[src/rtl/mis_pkg.sv]
package mis_pkg;

   // ---------------------------------------------------------------
   // Register offsets and reset values
   // ---------------------------------------------------------------
   localparam logic [7:0] MIS_ADDR_PENDING = 8'h09;
   localparam logic [7:0] MIS_ADDR_FEATURES = 8'h0D;
   localparam logic [7:0] MIS_RST_PENDING = 8'h00;
   localparam logic [7:0] MIS_RST_FEATURES = 8'h00;

   // ---------------------------------------------------------------
   // Field positions
   // ---------------------------------------------------------------
   localparam int MIS_BIT_WAKE = 2;
   localparam int MIS_BIT_SAMPLE = 3;
   localparam int MIS_BIT_EMPTY = 4;
   localparam int MIS_BIT_FULL = 5;
   localparam int MIS_BIT_LEVEL = 6;
   localparam int MIS_BIT_ACTIVITY = 7;
   localparam int MIS_BIT_HOLD = 3;
   localparam int MIS_BIT_REARM = 4;
   localparam int MIS_BIT_THREE_WIRE = 5;
   localparam int MIS_BIT_I2C_SEL = 6;
   localparam int MIS_BIT_SPI_SEL = 7;
   localparam logic [7:0] MIS_FEATURE_WMASK = 8'hF8;
   localparam logic [7:0] MIS_PENDING_MASK = 8'hFC;

   // ---------------------------------------------------------------
   // Queue size and operating modes
   // ---------------------------------------------------------------
   localparam int MIS_QUEUE_DEPTH = 32;
   localparam int MIS_SYNC_STAGES = 3;

   typedef enum logic [2:0] {
      MIS_MODE_SLEEP = 3'h0,
      MIS_MODE_STANDBY = 3'h1,
      MIS_MODE_WATCH = 3'h2,
      MIS_MODE_CONT = 3'h5,
      MIS_MODE_WATCH_SAMPLE = 3'h6,
      MIS_MODE_COUNTED = 3'h7
   } mis_mode_type;

   typedef enum logic [1:0] {
      MIS_IF_POWERUP,
      MIS_IF_I2C,
      MIS_IF_SPI4,
      MIS_IF_SPI3
   } mis_iface_type;

   // Register access from the serial engines
   typedef struct packed {
      logic rd;
      logic wr;
      logic [7:0] addr;
      logic [7:0] wdata;
      logic from_spi;
   } mis_access_type;

   // Events from the sampling pipeline and queue
   typedef struct packed {
      logic wake_transition;
      logic sample_done;
      logic queue_empty;
      logic queue_full;
      logic [5:0] queue_count;
      logic detector_fire;
   } mis_event_type;

endpackage

[src/rtl/mis_edge_flag.sv]
`timescale 1ns/10ps
// Sticky flag set by a rising condition, or by the level in level mode; set beats clear.
module mis_edge_flag (
   // Clock and reset
   input wire logic clk_sys,
   input wire logic sys_rst,
   // Condition and control
   input wire logic cond,
   input wire logic enable,
   input wire logic clear,
   input wire logic level_mode,
   // Flag
   output logic flag
);
   logic cond_q;
   wire rise = cond & ~cond_q;
   wire counted_capture_mode = level_mode ? cond : rise;
   wire set_now = counted_capture_mode & enable;

   always_ff @(posedge clk_sys) begin
      if (sys_rst) begin
         cond_q <= 1'b0;
         flag <= 1'b0;
      end else begin
         cond_q <= cond;
         flag <= set_now | (flag & ~clear);
      end
   end
endmodule // mis_edge_flag

[src/rtl/mis_irq_status.sv]
`timescale 1ns/10ps
module mis_irq_status
   import mis_pkg::*;
(
   // Clock and reset
   input wire logic clk_sys,
   input wire logic sys_rst,
   // Register access from the serial engines
   input wire mis_access_type reg_access,
   output logic [7:0] reg_rdata,
   // Configuration held elsewhere
   input wire logic [7:0] irq_enable,
   input wire logic clear_by_write_select,
   input wire logic [4:0] queue_threshold,
   input wire logic queue_stream_mode,
   input wire logic powerup_is_spi,
   // Device state and events
   input wire mis_mode_type device_mode,
   input wire mis_event_type events,
   input wire logic serial_out_addr_pin_in,
   // Outputs to the rest of the device
   output logic [7:0] interrupt_pending_flags,
   output logic [7:0] interface_and_detector_features,
   output logic any_flag_pending,
   output logic results_update_enable,
   output logic queue_capture_enable,
   output logic detector_armed,
   output logic spi_accept,
   output logic i2c_accept,
   output logic three_wire_select,
   output mis_iface_type active_interface,
   output logic serial_out_addr_pin_oe,
   output logic serial_out_addr_pin_rx
);

   // ---------------------------------------------------------------
   // Pin synchroniser for the bidirectional data pin
   // ---------------------------------------------------------------
   logic [MIS_SYNC_STAGES-1:0] pin_sync;
   always_ff @(posedge clk_sys) begin
      if (sys_rst) begin
         pin_sync <= '0;
         serial_out_addr_pin_rx <= 1'b0;
      end else begin
         pin_sync <= {pin_sync[MIS_SYNC_STAGES-2:0], serial_out_addr_pin_in};
         // Change counts once stages two and three agree
         if (pin_sync[1] == pin_sync[2]) begin
            serial_out_addr_pin_rx <= pin_sync[2];
         end
      end
   end

   // ---------------------------------------------------------------
   // Feature register decode
   // ---------------------------------------------------------------
   wire i2c_sel = interface_and_detector_features[MIS_BIT_I2C_SEL];
   wire spi_sel = interface_and_detector_features[MIS_BIT_SPI_SEL];
   wire three_sel = interface_and_detector_features[MIS_BIT_THREE_WIRE];
   wire rearm_on_clear = interface_and_detector_features[MIS_BIT_REARM];
   wire capture_hold = interface_and_detector_features[MIS_BIT_HOLD];
   wire none_sel = ~(i2c_sel | spi_sel | three_sel);

   // Host is trusted to keep one select bit set; with I2C and SPI both set neither is accepted
   assign spi_accept = ~i2c_sel;
   assign i2c_accept = ~spi_sel & ~three_sel;
   assign three_wire_select = three_sel;
   assign results_update_enable = ~none_sel;

   wire mis_iface_type next_iface = spi_sel ? MIS_IF_SPI4 :
                                    three_sel ? MIS_IF_SPI3 :
                                    i2c_sel ? MIS_IF_I2C : MIS_IF_POWERUP;
   // Power-up choice stands while nothing is selected
   wire mis_iface_type powerup_iface = powerup_is_spi ? MIS_IF_SPI4 : MIS_IF_I2C;
   assign active_interface = (next_iface == MIS_IF_POWERUP) ?
                             powerup_iface : next_iface;
   wire on_spi = (active_interface == MIS_IF_SPI4) || (active_interface == MIS_IF_SPI3);

   // Output enable tied low, so the data pin is never driven here; engine owns data
   assign serial_out_addr_pin_oe = 1'b0;

   // ---------------------------------------------------------------
   // Access decode
   // ---------------------------------------------------------------
   wire access_ok = reg_access.from_spi ? spi_accept : i2c_accept;
   wire hit_pending = reg_access.addr == MIS_ADDR_PENDING;
   wire hit_features = reg_access.addr == MIS_ADDR_FEATURES;
   wire rd_pending = access_ok & reg_access.rd & hit_pending;
   wire wr_pending = access_ok & reg_access.wr & hit_pending;
   wire wr_features = access_ok & reg_access.wr & hit_features;

   wire write_clears = on_spi | clear_by_write_select;
   // Clear-by-write ignores the data written
   wire host_clear = write_clears ? wr_pending : rd_pending;

   // Low three bits always stored as zero
   wire [7:0] next_features = reg_access.wdata & MIS_FEATURE_WMASK;

   always_ff @(posedge clk_sys) begin
      if (sys_rst) begin
         interface_and_detector_features <= MIS_RST_FEATURES;
      end else if (wr_features) begin
         interface_and_detector_features <= next_features;
      end
   end

   // ---------------------------------------------------------------
   // Event conditions
   // ---------------------------------------------------------------
   wire sample_mode = (device_mode == MIS_MODE_CONT) ||
                      (device_mode == MIS_MODE_COUNTED);
   wire in_watch_sample = device_mode == MIS_MODE_WATCH_SAMPLE;
   wire level_reached = events.queue_count >= {1'b0, queue_threshold};

   // Wake transition is already a pulse from the mode sequencer
   wire wake_cond = events.wake_transition;
   wire sample_cond = events.sample_done & sample_mode;
   wire activity_cond = events.detector_fire & in_watch_sample & detector_armed;

   // ---------------------------------------------------------------
   // Sticky flags
   // ---------------------------------------------------------------
   logic [7:0] flag_vec;
   logic [7:0] cond_vec;
   logic [7:0] level_vec;

   assign cond_vec = {activity_cond, level_reached, events.queue_full,
                      events.queue_empty, sample_cond, wake_cond, 2'b00};
   // Level-triggered flags set again after clear; edge ones need a new edge
   assign level_vec = {1'b1, 1'b1, 1'b0, 1'b0, 1'b1, 1'b1, 2'b00};

   genvar gi;
   generate
      for (gi = MIS_BIT_WAKE; gi <= MIS_BIT_ACTIVITY; gi++) begin : g_flag
         mis_edge_flag u_flag (
            .clk_sys(clk_sys),
            .sys_rst(sys_rst),
            .cond(cond_vec[gi]),
            .enable(irq_enable[gi]),
            .clear(host_clear),
            .level_mode(level_vec[gi]),
            .flag(flag_vec[gi])
         );
      end
   endgenerate
   assign flag_vec[1:0] = 2'b00;

   assign interrupt_pending_flags = flag_vec & MIS_PENDING_MASK;
   assign any_flag_pending = |interrupt_pending_flags;

   // ---------------------------------------------------------------
   // Activity detector arming and capture hold
   // ---------------------------------------------------------------
   wire activity_clear = host_clear & interrupt_pending_flags[MIS_BIT_ACTIVITY];
   logic hold_active;

   always_ff @(posedge clk_sys) begin
      if (sys_rst) begin
         detector_armed <= 1'b1;
         hold_active <= 1'b0;
      end else begin
         if (!in_watch_sample) begin
            detector_armed <= 1'b1;
         end else if (activity_cond) begin
            detector_armed <= 1'b0;
         end else if (activity_clear && rearm_on_clear) begin
            detector_armed <= 1'b1;
         end
         if (activity_cond && capture_hold) begin
            hold_active <= 1'b1;
         end else if (activity_clear || !capture_hold) begin
            hold_active <= 1'b0;
         end
      end
   end

   // Streaming keeps capturing when full; hold freezes it for inspection
   assign queue_capture_enable = ~hold_active &
                                 (queue_stream_mode | ~events.queue_full);

   // ---------------------------------------------------------------
   // Read data
   // ---------------------------------------------------------------
   always_ff @(posedge clk_sys) begin
      if (sys_rst) begin
         reg_rdata <= 8'h00;
      end else if (access_ok && reg_access.rd) begin
         reg_rdata <= hit_pending ? interrupt_pending_flags :
                      hit_features ? interface_and_detector_features : 8'h00;
      end
   end
endmodule // mis_irq_status

[config.mk]
export PLATFORM = sky130hd
export DESIGN_NAME = mis_irq_status
export DESIGN_NICKNAME = d
export VERILOG_FILES = /design/src/rtl/mis_pkg.sv /design/src/rtl/mis_edge_flag.sv /design/src/rtl/mis_irq_status.sv
export SDC_FILE = /design/constraint.sdc
export NUM_CORES = 1
export LEC_CHECK = 0
export ABC_AREA = 1
export BUFFER_PORTS_ARGS = -buffer_cell sky130_fd_sc_hd__buf_2
export CAP_MARGIN = 20
export CELL_PAD_IN_SITES_DETAIL_PLACEMENT = 0
export CELL_PAD_IN_SITES_GLOBAL_PLACEMENT = 1
export CORE_MARGIN = 3
export CORE_UTILIZATION = 28
export DETAILED_ROUTE_END_ITERATION = 10
export HOLD_SLACK_MARGIN = 0.1
export PLACE_DENSITY = 0.8
export SETUP_SLACK_MARGIN = 0.05
export SYNTH_ARGS = -nofsm -noshare
export SYNTH_HDL_FRONTEND = slang
export SYNTH_SLANG_ARGS = --single-unit
[constraint.sdc]
create_clock -name clk_sys -period 1.62 [get_ports clk_sys]
set_input_delay 0.162 -clock clk_sys [delete_from_list [all_inputs] [get_ports clk_sys]]
set_output_delay 0.162 -clock clk_sys [all_outputs]
set_load 0.01 [all_outputs]
==> summary by stage <==
Outcome
The flow ran to the end, and the final reports show no timing, DRC or antenna violations.

STA
Based on the critical path, the design can be clocked at up to 736 MHz. The number of pins exceeding their max-slew limit in the final report is 0. For the final database, setup skew stands at 0.000933 ns.

The post-route clock period utilization is between 80% and 90%. The least setup slack across all paths after layout is between 0.2 and 0.3 ns. Setup violations remaining at the end of the flow were counted as 0. Subtracting the final worst setup slack from the clock period gives ~1.4 ns. The number of endpoints with negative hold slack in the final report is 0.

Setup repair after global routing left no endpoint under its margin. Hold is met by 0.100 ns. The final total negative setup slack is 0 ns.

Worst hold path
The worst hold-check path type is in -> reg. The worst hold path begins at events[8].

Floorplanning
The die outline area is ~0.006 mm^2. The effective utilization at floorplan is between 20 and 30%. The overall die width is around 76 um. The placeable core region is approximately 0.0048 mm^2. The die outline height is 76.5 um. The floorplan row count is 25.

The I/O pin count is between 80 and 90.

Synthesis
The synthesized design contains 0 enable-type register cells. The share of synthesized flip-flops with an asynchronous set or reset is 0%. The most instantiated flip-flop cell in the synthesis netlist is dfxtp_1. The leading area contributor after synthesis is dfxtp_1. After technology mapping, the gate count stands at 190. For this run, the number of Yosys warnings is 0. In this run the mean area of a mapped cell was roughly 7.3 um^2. The flip-flop and latch count after synthesis is 25. The cell area after technology mapping is between 0.001 and 0.0015 mm^2. The most used standard cell by instance count after synthesis is inv_1. The top-area cell type share of the netlist area is between 30% and 40%. Summing the sequential cell areas from Yosys gives 36.0% of the chip area. Counting distinct cell types in the post-synthesis netlist gives 26. Sorting the synthesized cells by area gives the leading types as dfxtp_1, buf_4, inv_1, nand2_1, nor2_1. By count the netlist is led by inv_1, nand2_1, dfxtp_1.

Setup path
The most critical setup path has its startpoint at interface_and_detector_features[5]. The largest individual stage delay along the critical path comes from the cell dfxtp_1. The critical path goes through nor2_4 -> nand2_1 -> o21ai_0 -> inv_1 -> buf_2. The critical path buffer and inverter count is 2.

The type of element launching the critical path is a register. The critical path in this run is classified as reg -> out. Data on the critical path is required at its endpoint by 1.46 ns. The critical register-to-register path startpoint is interface_and_detector_features[5]. Of all nets on the critical path, the largest fanout is 6. The category of cells accounting for the largest share of critical-path delay is flip-flops. The worst endpoint data arrival time is 1.20 ns. The slack of the worst reg-to-reg path is roughly 0.26 ns. For this run, the slowest stage of the critical path takes slightly below 0.4 ns. The endpoint class of the critical path is an output port.

Global route
The via count of the first global-routing pass was between 1,000 and 1,500. The first global-routing pass estimated about 5500 um of wire. The number of antenna violations at the first check in global routing is 0.

The overall track demand over capacity in global routing is between 10% and 20%. Entering global routing, the biggest net connects 15 pins. The total congestion overflow is 0.

Drt
The post-route antenna net violation count is 0. Using the TritonRoute via totals, the vias-per-cell ratio works out to between 4 and 5. Dividing the detail-routed wire length by the instance count gives ~10 um. After detailed routing, the number of remaining DRC violations is 0. The top routing layer in use is met4. The routed length on met1 is 1430 um. The number of detailed-route iterations in the first pass is 4.

The routed layout has ~1,400 vias. Summed over all nets, wire length on met3 after detailed routing comes to 305 um. The number of design-rule violations left by the first detailed-router iteration is 58. The wire length reported by the detailed router is between 3000 and 4000 um.

The met2 wirelength from detailed routing is 1540 um.

Finish
The number of standard cells in the layout, taps in and fillers out is approximately 330. The proportion of layout cells with a drive suffix above 1 is approximately 36%. The number of antenna diodes in the final layout is 0. Fill cells in the final layout number 542. In the final layout, the multi-input gates occupy about 660 um^2. The final net count is approximately 320.

The storage element area is roughly 500 um^2. Relative to the synthesized area, the layout overhead comes to 29.6%.

Place
Summed over all nets, the half-perimeter wirelength after detailed placement is about 2700 um. Routability-driven placement finished with a final weighted congestion of a little over 0.7. The post-placement worst setup slack is between 0.2 and 0.25 ns. The number of placed instances, taps included, is 320. During placement, the flow inserted port buffers numbering 73.

CTS
At the later pin of the worst-skew pair, clock insertion delay measures between 0.2 and 0.3 ns. TritonCTS built the clock tree. The total clock buffers created by CTS is 3. The maximum clock path buffer count is 2. The number of buffers inserted to repair setup after CTS is 0. Clock-pin slew was measured on the worst setup and hold paths at roughly 0.09 ns. The master cell of the clock root buffer is clkbuf_8. The number of levels in the clock H-tree is 1. The number of sinks on the clock net is 25.

Pwr
The worst IR drop on VDD is around 0.27 mV. The cell leakage power is approximately 0.97 nW. Total power for the finished layout comes to between 1 and 1.5 mW. The total power density per cell area is 684 mW/mm^2.

Job
The max-cap check violation count is 0.
-- flip-flops by register name (all words and copies together) (netlist names) --
| signal | cells |
|---|---|
| detector_armed | 1 |
| g_flag.u_flag.cond_q | 2 |
| g_flag.u_flag.flag | 6 |
| hold_active | 1 |
| interface_and_detector_features | 5 |
| pin_sync | 3 |
| reg_rdata | 6 |
| serial_out_addr_pin_rx | 1 |
-- path summary, 6_finish.rpt --
kind,endpoint,cells past startpoint
setup reg to reg,g_flag[5].u_flag.flag,6
hold / removal,g_flag[4].u_flag.cond_q,3
setup / recovery,active_interface[0],5
hold reg to reg,pin_sync[1],2
-- area by class of cell --
cell class | instances | area share (%)
flip-flops and latches | 25 | 27.8
inverters | 34 | 7.08
well taps | 67 | 4.65
repair buffers | 75 | 21.2
clock buffers | 3 | 2.29
multi-input cells | 120 | 36.7
clock inverters | 1 | 0.278
-- power breakdown --
group          leakage [nW]  internal, mW  total [mW]  switching (mW)
logic                 0.745        0.0986       0.212           0.113
clock network        0.0255         0.172       0.369           0.197
registers             0.204         0.635       0.650          0.0154
-- timing repair --
item,CTS,global route
endpoints found under the hold margin,1,0
setup endpoints to repair,0,2
resized for setup,0,1
hold buffers,1,0
-- kinds of logic (layout without fill, tap and decap cells) --
| family | after synthesis | count (layout) | share of synthesized area (%) |
|---|---|---|---|
| buffers and inverters | 52 | 113 | 18.4 |
| other | 1 | 8 | 0.270 |
| adders and majority gates | 5 | 5 | 4.50 |
| DFF | 25 | 25 | 36.0 |
| and+or+nand+nor | 73 | 73 | 24.8 |
| AOI/OAI and AO/OA | 34 | 34 | 16.0 |
-- cells in the final DEF, fill, tap and decap left out, drive strengths merged, types with 4 or more instances in the layout --
cell type  instances
o21ai              9
o211ai            11
dfxtp             25
nand4              4
buf               74
ha                 5
inv               34
nand2             32
a21oi             11
nand3              8
conb               8
nor2              26
-- worst min-delay path, stage by stage --
cell and delay (ns):
buf_2 0.07, inv_1 0.04, nor2_1 0.07
-- routing by layer --
layer  up-vias  GRT usage [%]
li1        722              -
met5         -              0
met2        50           18.6
met3         4           4.02
met1       577           13.4
met4         0           3.80
-- metrics by stage --
stage,util [%],cell area (um^2)
6_report,37.9,1800
5_1_grt,37.9,1800
4_1_cts,37.9,1800
3_5_place_dp,36.7,1750
3_3_place_gp,36.7,1750
2_1_floorplan,-,1420
Note: power is estimated with default switching activity, not from simulation.
